$ cat config.mk
export PLATFORM = sky130hd
export DESIGN_NAME = afe_spi_ctrl
export DESIGN_NICKNAME = d
export VERILOG_FILES = /design/src/rtl/afe_spi_pkg.sv /design/src/rtl/afe_spi_ctrl.sv /design/src/rtl/pin_sync.sv
export SDC_FILE = /design/constraint.sdc
export NUM_CORES = 1
export LEC_CHECK = 0
export CORE_MARGIN = 2
export CORE_UTILIZATION = 61
export DETAILED_ROUTE_END_ITERATION = 10
export DONT_BUFFER_PORTS = 1
export PLACE_DENSITY = 0.77
export SKIP_LAST_GASP = 1
export SLEW_MARGIN = 20
export SYNTH_ARGS = -nofsm -noshare
export SYNTH_HDL_FRONTEND = slang
export SYNTH_SLANG_ARGS = --single-unit
$ cat constraint.sdc
create_clock -name clk -period 3.43 [get_ports clk]
set_input_delay 0.1715 -clock clk [delete_from_list [all_inputs] [get_ports clk]]
set_output_delay 0.1715 -clock clk [all_outputs]
set_load 0.01 [all_outputs]
$ cat src/rtl/afe_spi_pkg.sv
// Constants shared by the serial port control logic of the sensor front end.
package afe_spi_pkg;
    localparam int ADDR_W = 7;
    localparam logic [6:0] OFS_HANDSHAKE = 7'h01;
    localparam logic [6:0] OFS_STREAM = 7'h03;
    localparam logic [6:0] OFS_DONLY_START = 7'h09;
    localparam logic [6:0] OFS_DONLY_LEN = 7'h0A;
    localparam logic [6:0] OFS_READY_CTL = 7'h11;
    localparam logic [6:0] OFS_RESULT_HIGH = 7'h1A;
    localparam logic [6:0] OFS_RESULT_LOW = 7'h1B;
    localparam logic [7:0] RST_HANDSHAKE = 8'h00;
    localparam logic [7:0] RST_STREAM = 8'h00;
    localparam logic [7:0] RST_DONLY_START = 8'h1A;
    localparam logic [7:0] RST_DONLY_LEN = 8'h02;
    localparam logic [7:0] RST_READY_CTL = 8'h03;
    // Writable bits per register; the rest read as zero.
    localparam logic [7:0] MASK_HANDSHAKE = 8'h0F;
    localparam logic [7:0] MASK_DONLY_START = 8'h7F;
    localparam logic [7:0] MASK_DONLY_LEN = 8'h07;
    localparam logic [7:0] MASK_READY_CTL = 8'hAF;
    localparam int TRIG_BIT = 0;
    localparam int DRV_LSB = 1;
    localparam int STREAM_KIND_BIT = 7;
    localparam int PIN_SIX_BIT = 7;
    localparam int CRC_KEEP_BIT = 5;
    localparam int GAIN_CAL_BIT = 3;
    localparam logic [2:0] DRV_NORMAL = 3'h0;
    localparam logic [2:0] DRV_READY_ALWAYS = 3'h3;
    localparam logic [2:0] DRV_DATA_ONLY = 3'h4;
    localparam logic [2:0] LAST_BIT = 3'h7;
    localparam logic READ_CMD = 1'b1;
    typedef enum logic [1:0] {
        FRAME_IDLE = 2'b00,
        FRAME_INSTR = 2'b01,
        FRAME_DATA = 2'b11
    } frame_e;
endpackage : afe_spi_pkg

$ cat src/rtl/afe_spi_ctrl.sv
// Serial port slave with handshake, streaming and data-ready control.
// Behaviour
// - Driver select picks serial out, ready or high-Z on the shared pin.
// - Trigger bit 0: serial out goes high-Z after the last rising edge.
// - Trigger bit 1: high-Z waits for chip select to deassert.
// - Stream register bit 7 selects normal (0) or controlled (1) streaming.
// - Streaming register bits 6..0 hold the controlled span, reset zero.
// - Data-only start address is seven bits, resets to 0x1A, bit 7 reserved.
// - Data-only size field gives byte count minus one, default 0x2.
// - Ready control bit 7 puts the ready signal on pin six.
// - Ready control bit 5 clear resets the CRC when ready deasserts.
// - Ready control bit 3 selects the amplifier gain calibration method.
// - Ready deasserts high once the result low byte has been read.
`timescale 1ns/1ps
`default_nettype none
module afe_spi_ctrl (
    input wire logic clk,
    input wire logic nrst,
    input wire logic sclk,
    input wire logic chip_select_n,
    input wire logic sdi,
    input wire logic conv_valid,
    input wire logic [15:0] conv_result,
    input wire logic gpio_six_out,
    input wire logic gpio_six_oe_n,
    output logic sdo_out,
    output logic sdo_oe_n,
    output logic general_pin_six_out,
    output logic general_pin_six_oe_n,
    output logic conversion_ready_n,
    output logic crc_clear,
    output logic amp_gain_calibration_select,
    output logic stream_kind,
    output logic [afe_spi_pkg::ADDR_W-1:0] controlled_stream_span,
    output logic [afe_spi_pkg::ADDR_W-1:0] data_only_start,
    output logic [2:0] result_read_byte_count
);
    import afe_spi_pkg::*;

    logic [2:0] pins_s;
    logic sclk_s, cs_n_s, sdi_s, sclk_prev_q;
    logic rise, fall, cs_on;
    frame_e frame_q;
    logic [2:0] bit_cnt_q;
    logic [7:0] rx_q, tx_q, rx_byte, rd_data;
    logic read_q, byte_done, reading_result, sdo_active_q, tx_bit_q;
    logic [ADDR_W-1:0] addr_q, base_q, span_cnt_q, next_addr, rd_addr;
    logic [7:0] handshake_q, stream_q, donly_start_q, donly_len_q;
    logic [7:0] ready_ctl_q;
    logic [15:0] result_q;
    logic ready_n_q, ready_rise, low_byte_read;
    logic [2:0] drv_sel;
    logic pin_drive, pin_level;

    // Pins from the host cross into the core clock first; idle high.
    pin_sync #(.WIDTH(3), .INIT(3'h7)) u_sync (
        .clk(clk),
        .nrst(nrst),
        .pin({sclk, chip_select_n, sdi}),
        .sync(pins_s)
    );
    assign {sclk_s, cs_n_s, sdi_s} = pins_s;

    // Edge detection works on the synchronised clock only.
    always_ff @(posedge clk or negedge nrst) begin
        if (!nrst) begin
            sclk_prev_q <= 1'b1;
        end else begin
            sclk_prev_q <= sclk_s;
        end
    end
    assign rise = sclk_s & ~sclk_prev_q;
    assign fall = ~sclk_s & sclk_prev_q;
    assign cs_on = ~cs_n_s;
    assign byte_done = cs_on & rise & (bit_cnt_q == LAST_BIT);
    assign rx_byte = {rx_q[6:0], sdi_s};

    // Receive shifter and bit counter; a byte ends on its eighth rising edge.
    always_ff @(posedge clk or negedge nrst) begin
        if (!nrst) begin
            rx_q <= 8'h00;
            bit_cnt_q <= 3'h0;
        end else if (!cs_on) begin
            bit_cnt_q <= 3'h0;
        end else if (rise) begin
            rx_q <= rx_byte;
            bit_cnt_q <= bit_cnt_q + 3'h1;
        end
    end

    // Frame sequencer: one instruction byte, then data bytes until deselect.
    always_ff @(posedge clk or negedge nrst) begin
        if (!nrst) begin
            frame_q <= FRAME_IDLE;
            read_q <= 1'b0;
        end else if (!cs_on) begin
            frame_q <= FRAME_IDLE;
            read_q <= 1'b0;
        end else begin
            unique case (frame_q)
                FRAME_IDLE: begin
                    frame_q <= FRAME_INSTR;
                end
                FRAME_INSTR: begin
                    if (byte_done) begin
                        frame_q <= FRAME_DATA;
                        read_q <= (rx_byte[7] == READ_CMD);
                    end
                end
                FRAME_DATA: begin
                    frame_q <= FRAME_DATA;
                end
                default: begin
                    frame_q <= FRAME_IDLE;
                end
            endcase
        end
    end

    // Controlled streaming wraps back to the base after span+1 bytes.
    always_comb begin
        next_addr = addr_q + 7'h01;
        if (stream_q[STREAM_KIND_BIT] &&
            span_cnt_q == stream_q[ADDR_W-1:0]) begin
            next_addr = base_q;
        end
    end

    // Address pointer: loaded by the instruction, stepped by each data byte.
    always_ff @(posedge clk or negedge nrst) begin
        if (!nrst) begin
            addr_q <= 7'h00;
            base_q <= 7'h00;
            span_cnt_q <= 7'h00;
        end else if (byte_done && frame_q == FRAME_INSTR) begin
            addr_q <= rx_byte[ADDR_W-1:0];
            base_q <= rx_byte[ADDR_W-1:0];
            span_cnt_q <= 7'h00;
        end else if (byte_done && frame_q == FRAME_DATA) begin
            addr_q <= next_addr;
            span_cnt_q <= (next_addr == base_q) ? 7'h00 : span_cnt_q + 7'h01;
        end
    end

    // Register writes land when a data byte of a write frame completes.
    always_ff @(posedge clk or negedge nrst) begin
        if (!nrst) begin
            handshake_q <= RST_HANDSHAKE;
            stream_q <= RST_STREAM;
            donly_start_q <= RST_DONLY_START;
            donly_len_q <= RST_DONLY_LEN;
            ready_ctl_q <= RST_READY_CTL;
        end else if (byte_done && frame_q == FRAME_DATA && !read_q) begin
            unique case (addr_q)
                OFS_HANDSHAKE: handshake_q <= rx_byte & MASK_HANDSHAKE;
                OFS_STREAM: stream_q <= rx_byte;
                OFS_DONLY_START: donly_start_q <= rx_byte & MASK_DONLY_START;
                OFS_DONLY_LEN: donly_len_q <= rx_byte & MASK_DONLY_LEN;
                // Low bits are stored as written; software must keep 0x3.
                OFS_READY_CTL: ready_ctl_q <= rx_byte & MASK_READY_CTL;
                default: begin
                end
            endcase
        end
    end

    // Read data mux; the instruction byte fetches its own address, later
    // bytes the next one. Unmapped addresses read as zero.
    assign rd_addr = (frame_q == FRAME_INSTR) ?
        rx_byte[ADDR_W-1:0] : next_addr;
    always_comb begin
        unique case (rd_addr)
            OFS_HANDSHAKE: rd_data = handshake_q;
            OFS_STREAM: rd_data = stream_q;
            OFS_DONLY_START: rd_data = donly_start_q;
            OFS_DONLY_LEN: rd_data = donly_len_q;
            OFS_READY_CTL: rd_data = ready_ctl_q;
            OFS_RESULT_HIGH: rd_data = result_q[15:8];
            OFS_RESULT_LOW: rd_data = result_q[7:0];
            default: rd_data = 8'h00;
        endcase
    end

    // Transmit shifter: loaded at a byte boundary, shifted on falling edges.
    // Loading at every byte end has the next byte ready before its fall.
    always_ff @(posedge clk or negedge nrst) begin
        if (!nrst) begin
            tx_q <= 8'h00;
        end else if (byte_done) begin
            tx_q <= rd_data;
        end else if (cs_on && fall && frame_q == FRAME_DATA && read_q) begin
            tx_q <= {tx_q[6:0], 1'b0};
        end
    end

    // Result is frozen while a frame is open so both bytes belong together.
    always_ff @(posedge clk or negedge nrst) begin
        if (!nrst) begin
            result_q <= 16'h0000;
        end else if (conv_valid && !cs_on) begin
            result_q <= conv_result;
        end
    end

    // Serial out drives from the first falling edge of a read byte. With
    // trigger 0 it lets go on the byte's last rising edge, giving the host
    // time to take the line; with trigger 1 it holds until deselect.
    always_ff @(posedge clk or negedge nrst) begin
        if (!nrst) begin
            sdo_active_q <= 1'b0;
            tx_bit_q <= 1'b1;
        end else if (!cs_on) begin
            sdo_active_q <= 1'b0;
        end else if (byte_done && !handshake_q[TRIG_BIT]) begin
            sdo_active_q <= 1'b0;
        end else if (fall && frame_q == FRAME_DATA && read_q) begin
            sdo_active_q <= 1'b1;
            tx_bit_q <= tx_q[7];
        end
    end

    assign reading_result = read_q && frame_q == FRAME_DATA &&
        (addr_q == OFS_RESULT_HIGH || addr_q == OFS_RESULT_LOW);
    assign low_byte_read = byte_done && frame_q == FRAME_DATA && read_q &&
        addr_q == OFS_RESULT_LOW;
    assign ready_rise = low_byte_read && !ready_n_q && !conv_valid;

    // Ready goes low on a new result; reading the low byte raises it.
    // A new result in the same cycle wins and keeps ready low; result_q does not take it while selected.
    always_ff @(posedge clk or negedge nrst) begin
        if (!nrst) begin
            ready_n_q <= 1'b1;
            crc_clear <= 1'b0;
        end else begin
            if (conv_valid) begin
                ready_n_q <= 1'b0;
            end else if (low_byte_read) begin
                ready_n_q <= 1'b1;
            end
            crc_clear <= ready_rise && !ready_ctl_q[CRC_KEEP_BIT];
        end
    end
    assign conversion_ready_n = ready_n_q;

    // Shared pin source per driver select; forbidden codes act as 0x0.
    assign drv_sel = handshake_q[DRV_LSB+2:DRV_LSB];
    always_comb begin
        pin_drive = 1'b0;
        pin_level = 1'b1;
        if (cs_on && reading_result) begin
            pin_drive = sdo_active_q;
            pin_level = tx_bit_q;
        end else if (cs_on && read_q && frame_q == FRAME_DATA) begin
            pin_drive = sdo_active_q;
            pin_level = tx_bit_q;
        end else if (cs_on && drv_sel != DRV_DATA_ONLY) begin
            pin_drive = 1'b1;
            pin_level = ready_n_q;
        end else if (!cs_on && drv_sel == DRV_READY_ALWAYS) begin
            pin_drive = 1'b1;
            pin_level = ready_n_q;
        end
    end

    // Pin and configuration outputs leave from flip-flops.
    always_ff @(posedge clk or negedge nrst) begin
        if (!nrst) begin
            sdo_oe_n <= 1'b1;
            sdo_out <= 1'b1;
            general_pin_six_out <= 1'b1;
            general_pin_six_oe_n <= 1'b1;
            amp_gain_calibration_select <= 1'b0;
            stream_kind <= 1'b0;
            controlled_stream_span <= 7'h00;
            data_only_start <= RST_DONLY_START[ADDR_W-1:0];
            result_read_byte_count <= RST_DONLY_LEN[2:0];
        end else begin
            sdo_oe_n <= ~pin_drive;
            sdo_out <= pin_level;
            if (ready_ctl_q[PIN_SIX_BIT]) begin
                general_pin_six_out <= ready_n_q;
                general_pin_six_oe_n <= 1'b0;
            end else begin
                general_pin_six_out <= gpio_six_out;
                general_pin_six_oe_n <= gpio_six_oe_n;
            end
            amp_gain_calibration_select <= ready_ctl_q[GAIN_CAL_BIT];
            stream_kind <= stream_q[STREAM_KIND_BIT];
            controlled_stream_span <= stream_q[ADDR_W-1:0];
            data_only_start <= donly_start_q[ADDR_W-1:0];
            result_read_byte_count <= donly_len_q[2:0];
        end
    end

    a_ready_on_read: assert property (@(posedge clk) disable iff (!nrst)
        low_byte_read && !conv_valid |=> conversion_ready_n)
        else $error("ready did not deassert after low byte read");
    a_ready_on_conv: assert property (@(posedge clk) disable iff (!nrst)
        conv_valid |=> !conversion_ready_n ##0 !crc_clear)
        else $error("new result did not assert ready");
    a_crc_clear_pulse: assert property (@(posedge clk) disable iff (!nrst)
        crc_clear |-> $rose(conversion_ready_n) &&
        !$past(ready_ctl_q[CRC_KEEP_BIT]))
        else $error("crc clear without ready deassertion");
    a_crc_clear_due: assert property (@(posedge clk) disable iff (!nrst)
        ready_rise && !ready_ctl_q[CRC_KEEP_BIT] |=> crc_clear)
        else $error("crc clear missing on ready deassertion");
    a_release_early: assert property (@(posedge clk) disable iff (!nrst)
        byte_done && !handshake_q[TRIG_BIT] |=> !sdo_active_q)
        else $error("serial out not released after last rising edge");
    a_release_held: assert property (@(posedge clk) disable iff (!nrst)
        byte_done && handshake_q[TRIG_BIT] && sdo_active_q
        |=> sdo_active_q)
        else $error("serial out released before the falling edge");
    a_deselect_hiz: assert property (@(posedge clk) disable iff (!nrst)
        !cs_on && drv_sel == DRV_NORMAL |=> sdo_oe_n)
        else $error("pin driven while deselected in default mode");
    a_ready_always: assert property (@(posedge clk) disable iff (!nrst)
        !cs_on && drv_sel == DRV_READY_ALWAYS
        |=> !sdo_oe_n && sdo_out == $past(ready_n_q))
        else $error("ready not driven while deselected");
    a_data_only_hiz: assert property (@(posedge clk) disable iff (!nrst)
        cs_on && drv_sel == DRV_DATA_ONLY && frame_q != FRAME_DATA
        |=> sdo_oe_n)
        else $error("pin driven outside a read in mode 0x4");
    a_pin_six_ready: assert property (@(posedge clk) disable iff (!nrst)
        ready_ctl_q[PIN_SIX_BIT] |=> !general_pin_six_oe_n &&
        general_pin_six_out == $past(conversion_ready_n))
        else $error("ready not routed to pin six");
    a_gain_cal_follow: assert property (@(posedge clk) disable iff (!nrst)
        ##1 amp_gain_calibration_select == $past(ready_ctl_q[GAIN_CAL_BIT]))
        else $error("gain calibration select out of step");
endmodule : afe_spi_ctrl
`default_nettype wire

$ cat src/rtl/pin_sync.sv
// Two-stage synchroniser for a group of asynchronous pins.
`timescale 1ns/1ps
`default_nettype none
module pin_sync #(
    parameter int WIDTH = 1,
    parameter logic [WIDTH-1:0] INIT = '0
) (
    input wire logic clk,
    input wire logic nrst,
    input wire logic [WIDTH-1:0] pin,
    output logic [WIDTH-1:0] sync
);
    // Each pin gets its own pair; the first stage feeds only the second.
    for (genvar i = 0; i < WIDTH; i++) begin : g_bit
        logic meta_q;
        always_ff @(posedge clk or negedge nrst) begin
            if (!nrst) begin
                meta_q <= INIT[i];
                sync[i] <= INIT[i];
            end else begin
                meta_q <= pin[i];
                sync[i] <= meta_q;
            end
        end
    end
endmodule : pin_sync
`default_nettype wire

=== Word level (Yosys, flattened, before mapping) ===
Index checks and enable logic that the tools add are counted.
W data, S select, Z words.

* Flip-flop bits (word level): 120
* Bits in latches: 0
* Memory bits (writable): 0
* Bits in read-only memories: 0
* Input bits: 24
* Output and inout port bits: 25
* Logic and storage cells: 146
* Memories kept: 0

* Add/subtract/negate cells: 3
* Multipliers: 0
* Divide/modulo/power cells: 0
* Magnitude comparators: 0
* Equal/unequal tests: 22
* Shifts and indexed selects: 0
* Muxes and demuxes: 33
* Bitwise gates (word level): 9
* Reduce and logical (&&, ||, !) cells: 45

{| class="wikitable"
|+ Operator list
! kind !! number
|-
| $pmux W8 S7 || 1
|-
| $mux W7 || 7
|-
| $eq A7 B5 Y1 const B || 6
|-
| $eq A7 B4 Y1 const B || 4
|-
| $logic_and A1 B1 Y1 || 23
|-
| $mux W1 || 18
|-
| $mux W8 || 2
|-
| $add A7 B1 Y7 const B || 2
|-
| $eq A7 B1 Y1 const B || 2
|-
| $eq A7 B2 Y1 const B || 2
|-
| $eq A7 B7 Y1 || 2
|-
| $reduce_and A2 Y1 || 7
|-
| $reduce_bool A2 Y1 || 6
|-
| $mux W3 || 2
|-
| $pmux W2 S3 || 1
|-
| $logic_not A1 Y1 || 5
|-
| $not A1 Y1 || 5
|-
| $and A1 B1 Y1 || 4
|-
| $mux W2 || 2
|-
| $add A3 B1 Y3 const B || 1
|-
| $eq A3 B2 Y1 const B || 1
|-
| $eq A3 B3 Y1 const B || 1
|-
| $ne A3 B2 Y1 const B || 1
|-
| $ne A3 B3 Y1 const B || 1
|-
| other kinds (6) || 6
|}

=== Longest topological paths before layout ===
* Depth in word-level cells: 10
* Depth in mapped cells: 10
* Mapped depth without buffers: 9

=== Cells and area by module ===
From an unflattened synthesis, not the netlist that was laid out.

* Cell total of the unflattened synthesis: 474
* Area total of the unflattened synthesis: 5,677.9 µm²

{| class="wikitable"
|+ Modules (own cells, without submodules)
! module !! times used !! cells each !! area an instance (µm²) !! seq. area each (µm²)
|-
| afe_spi_ctrl || 1 || 468 || 5,520.3 || 2,874.0
|-
| pin_sync || 1 || 6 || 157.7 || 157.7
|}

=== Worst setup path after synthesis ===
OpenSTA, ideal clock, no wires.

* Path type: reg2reg
* From: reg addr_q[0]
* To: reg span_cnt_q[3]
* Library setup time: 0.154 ns
* Arrival: 2.601 ns
* Data required time: 3.276 ns
* Setup slack: 0.674 ns
* Cell stages (with the launch flop): 11
* Path buffers: 1
* Period minus slack after synthesis: 2.756 ns
* Path through: dfrtp_1 -> clkbuf_1 -> inv_1 -> ha_1 -> xor2_1 -> nand3_1 -> or3_1 -> o311ai_1 -> nor2b_1 -> o21ai_0 -> o31ai_1

* Longest elaborated chain between the ends: 6

{| class="wikitable"
|+ Ends and longest elaborated chain
! item !! line !! text
|-
| start, declared || afe_spi_ctrl.sv:47 || <nowiki>logic [ADDR_W-1:0] addr_q, base_q, span_cnt_q, next_addr, rd_addr;</nowiki>
|-
| start signal, assigned || afe_spi_ctrl.sv:136 || <nowiki>addr_q <= rx_byte[ADDR_W-1:0];</nowiki>
|-
| start signal, assigned || afe_spi_ctrl.sv:140 || <nowiki>addr_q <= next_addr;</nowiki>
|-
| $add A7 B1 Y7 || afe_spi_ctrl.sv:122 || <nowiki>next_addr = addr_q + 7'h01;</nowiki>
|-
| $mux W7 || afe_spi_ctrl.sv:123 || <nowiki>if (stream_q[STREAM_KIND_BIT] &&</nowiki>
|-
| $eq A7 B7 Y1 || afe_spi_ctrl.sv:141 || <nowiki>span_cnt_q <= (next_addr == base_q) ? 7'h00 : span_cnt_q + 7'h01;</nowiki>
|-
| $mux W7 || afe_spi_ctrl.sv:141 ||
|-
| $mux W7 || afe_spi_ctrl.sv:139 || <nowiki>end else if (byte_done && frame_q == FRAME_DATA) begin</nowiki>
|-
| $mux W7 || afe_spi_ctrl.sv:135 || <nowiki>end else if (byte_done && frame_q == FRAME_INSTR) begin</nowiki>
|-
| end signal, assigned || afe_spi_ctrl.sv:141 ||
|-
| end, declared || afe_spi_ctrl.sv:47 ||
|}

Every way passes these cells. The select of a mux whose other input is x is not followed.
A chain may end at the register's enable or synchronous reset.

=== Final worst setup path ===
* From: reg stream_q[6]
* To: reg tx_q[0]

* Longest elaborated chain between the ends: 7
* Elaborated cells on any way between the ends: 13
* Classes of those cells: eq/ne (8); mux (4); reduce/logical (1)

{| class="wikitable"
|+ Ends and longest elaborated chain
! item !! line !! text
|-
| start, declared || afe_spi_ctrl.sv:48 || <nowiki>logic [7:0] handshake_q, stream_q, donly_start_q, donly_len_q;</nowiki>
|-
| start signal, assigned || afe_spi_ctrl.sv:156 || <nowiki>OFS_STREAM: stream_q <= rx_byte;</nowiki>
|-
| $eq A7 B7 Y1 (*) || afe_spi_ctrl.sv:124 || <nowiki>span_cnt_q == stream_q[ADDR_W-1:0]) begin</nowiki>
|-
| $logic_and A1 B1 Y1 (*) || afe_spi_ctrl.sv:123 ||
|-
| $mux W7 (*) || afe_spi_ctrl.sv:123 ||
|-
| $mux W7 (*) || afe_spi_ctrl.sv:169 || <nowiki>assign rd_addr = (frame_q == FRAME_INSTR) ?</nowiki>
|-
| $eq A7 B5 Y1, or another cell as far along || afe_spi_ctrl.sv:172 || <nowiki>unique case (rd_addr)</nowiki>
|-
| $pmux W8 S7 (*) || afe_spi_ctrl.sv:172 ||
|-
| $mux W8 (*) || afe_spi_ctrl.sv:189 || <nowiki>end else if (byte_done) begin</nowiki>
|-
| end signal, assigned || afe_spi_ctrl.sv:190 || <nowiki>tx_q <= rd_data;</nowiki>
|-
| end signal, assigned || afe_spi_ctrl.sv:192 || <nowiki>tx_q <= {tx_q[6:0], 1'b0};</nowiki>
|-
| end, declared || afe_spi_ctrl.sv:45 || <nowiki>logic [7:0] rx_q, tx_q, rx_byte, rd_data;</nowiki>
|}

Every way passes the cells marked *; elsewhere a longest branch is shown, timed or not.

==> impl_metrics.json <==
{
  "synthMuxAreaShare": 0.139,
  "end_kind": "flip-flop",
  "dieHeight_um": 100,
  "drc": 0,
  "start_kind": "flip-flop",
  "fp.dieW_um": 100,
  "power_frac_seq": 0.454,
  "crit_path_max_fanout": 5,
  "syn-num-nets": 511,
  "p_leak_nw": 2.90,
  "async_reset_ff_frac": 1.00,
  "synthAdderAreaFrac": 0.0133,
  "peakVddDrop_v": 0.000444,
  "path_class": "reg -> reg",
  "reg2regPathDepth": 8,
  "reg2reg_from": "stream_q[6]$_DFFE_PN0P_",
  "drtIter0Drc": 422,
  "syn_area_um2": 5640,
  "grt.total_usage": 0.304,
  "wire_per_inst_um": 22.1,
  "holdWs_ps": 218,
  "hold_viol": 0,
  "die_area_um2": 10000,
  "nets": 547,
  "synth_top_family_by_area": "multiplexers",
  "fin_skew_ps": 13.0,
  "detail-route-antenna-nets": 0,
  "reg.largest.list": "result_q x16, stream_q x8, tx_q x8",
  "clkTransAtPathRegs_ps": 60,
  "reg2reg_slack_ps": 220,
  "place_congestion": 0.951,
  "p_switching_mw": 0.948,
  "initial_core_util": 0.620,
  "viasPerCell": 6.38,
  "root_buffer": "clkbuf_8",
  "post_cts_buffers": 0,
  "synth_edf_count": 0,
  "rows": 35,
  "ys_types": 68,
  "top_register": "result_q",
  "synthFlopType": "dfrtp_1",
  "clk_path_buf_depth": 2,
  "cts.sinks": 120,
  "max_slew.worst_pin.slew_ps": 804,
  "clk-insertion-delay-late_ps": 510,
  "rsz0062_at_grt": "no",
  "stdcell_count": 641,
  "antenna_found_initial": 0,
  "vias": 4088,
  "ys_seq_area_frac": 0.537,
  "cts_max_level": 4,
  "ios": 49,
  "arrival_ps": 3600,
  "hold_depth": 1,
  "cts_made_buffers": 17,
  "post-route-period-util": 0.936,
  "whs_endpoint": "u_sync.g_bit[0].meta_q$_DFF_PN1_",
  "cts-resized-gates": 0,
  "rr_endpoint": "tx_q[0]$_DFFE_PN0P_",
  "clock.fmax_mhz": 311,
  "syn_inst": 481,
  "required_ps": 3820,
  "core_um2": 9110,
  "area_delta_synth_final_pct": 17.1,
  "clkPwrFrac": 0.460,
  "relSlewSlack": 0.456,
  "port_buffers": 0,
  "slew_viol_final": 0,
  "pwr-share-comb": 0.086,
  "synth_compound_area_frac": 0.120,
  "grt_max_degree": 121,
  "hpwl_um": 9470,
  "switching_share": 0.269,
  "grt_overflow": 0,
  "intPower_mw": 2.57,
  "holdCritPathClass": "in -> reg",
  "fillers": 613,
  "hold_start": "sdi",
  "ys_ff_latch": 120,
  "cts_tree": "built",
  "fin_crit_ps": 3210,
  "place_inst": 585,
  "finalWirelength_um": 14200,
  "grt_pass1_vias": 4167,
  "drive_gt1_frac": 0.268,
  "synth_warnings": 0,
  "drt_pass1_iterations": 6,
  "grt_pass1_wl_um": 22800,
  "synthSimpleGateAreaFrac": 0.134,
  "fin_tns_setup_ps": 0,
  "syn_avg_cell_area_um2": 11.7,
  "largest_register_ffs": 16,
  "antenna_cells": 0,
  "maxCapViolCount": 0,
  "synth_xor_area_frac": 0.0341,
  "status": "completed",
  "finalSetupViolCount": 0,
  "p_per_area_nw_per_um2": 532
}
-- power groups by stage --
| stage | Combinational (mW) | Clock (mW) | Sequential, mW |
|---|---|---|---|
| finish | 0.303 | 1.62 | 1.60 |
| global route | 0.332 | 1.70 | 1.60 |
| CTS | 0.301 | 1.64 | 1.60 |
| detailed placement | 0.247 | 0 | 1.62 |
| global placement | 0.245 | 0 | 1.62 |
| floorplan | 0.183 | 0 | 1.56 |
-- through the flow --
step / instance area, µm² / utilization / total power [mW] / worst slack, ps
floorplan: 5640 / - / 1.74 / 674
global placement: 5810 / 0.638 / 1.86 / 211
detailed placement: 5810 / 0.638 / 1.87 / 288
CTS: 6610 / 0.726 / 3.53 / 272
global route: 6610 / 0.726 / 3.64 / 42.3
finish: 6610 / 0.726 / 3.52 / 219
-- how the worst max path moves through the flow --
| stage | start | to |
|---|---|---|
| after floorplan | addr_q[0]$_DFFE_PN0P_ | span_cnt_q[3]$_DFFE_PN0P_ |
| after global placement | stream_q[6]$_DFFE_PN0P_ | tx_q[0]$_DFFE_PN0P_ |
| after detailed placement | stream_q[6]$_DFFE_PN0P_ | tx_q[0]$_DFFE_PN0P_ |
| after CTS | stream_q[6]$_DFFE_PN0P_ | tx_q[0]$_DFFE_PN0P_ |
| after global routing | stream_q[6]$_DFFE_PN0P_ | tx_q[0]$_DFFE_PN0P_ |
| final | stream_q[6]$_DFFE_PN0P_ | tx_q[0]$_DFFE_PN0P_ |
-- critical path, cell delays in order, from the launching register on --
cell and delay [ps]:
dfrtp_1 410, xor2_1 190, nor4b_2 530, nand2_1 230
o311ai_1 750, mux2_2 440, a22o_1 240, a211oi_1 210
o21ai_1 90
-- Yosys cell counts (7+ instances only) --
cell	count	share of area
a21oi_1	8	0.0071
a22oi_1	7	0.0093
clkbuf_1	18	0.012
dfrtp_1	97	0.43
dfstp_2	23	0.11
inv_1	10	0.0067
mux2_2	59	0.12
mux2i_1	12	0.021
nand2_1	41	0.027
nand2b_1	8	0.0089
nand3_1	17	0.015
nor2_1	19	0.013
nor3_1	11	0.0098
o21ai_0	27	0.024
xnor2_1	14	0.022
xor2_1	8	0.012
-- per-layer routing --
layer | GRT usage | vias up | routed length (µm)
met2 | 0.464 | 190 | 6500
met3 | 0.0773 | 30 | 1190
met4 | 0.116 | 0 | 365
met1 | 0.423 | 2030 | 6130
li1 | - | 1838 | -
met5 | 0 | - | 0
-- cells by family (layout without fill, tap and decap cells) --
family	count (synthesis)	in the layout
compound gates	94	94
xor+xnor	22	22
fa+ha+maj	6	6
buf+inv	32	81
flops	120	120
mux	71	71
simple gates	136	136
-- repair_timing --
action,CTS,global route
setup endpoints to repair,0,0
hold endpoints to repair,143,0
hold buffers,24,0
-- layout make-up --
cell class	instances	area, µm²	share of cell area
clock inverter	12	88.8	0.0134
timing repair buffer	39	370	0.0560
tap	111	139	0.0210
multi-input combinational	329	2490	0.376
inverter	10	37.5	0.00568
clock buffer	20	457	0.0691
sequential	120	3030	0.459
-- layout by cell type, fill, tap and decap left out, drive strengths merged, types with 4 or more instances in the layout --
master and count:
dfrtp 97, mux2 59, nand2 41, o21ai 29, dfstp 23, dlygate4sd3 23, nor2 21, clkbuf 20
nand3 17, buf 16, xnor2 14, inv 14, mux2i 12, nor3 12, nand2b 8, xor2 8
a21oi 8, a22oi 7, a31oi 7, nor2b 6, ha 6, a211oi 6, nand4 5, a221oi 5
clkinv 5, nor4 5, nand4b 4, a22o 4, a222oi 4
(Power assumes the default switching activity.)
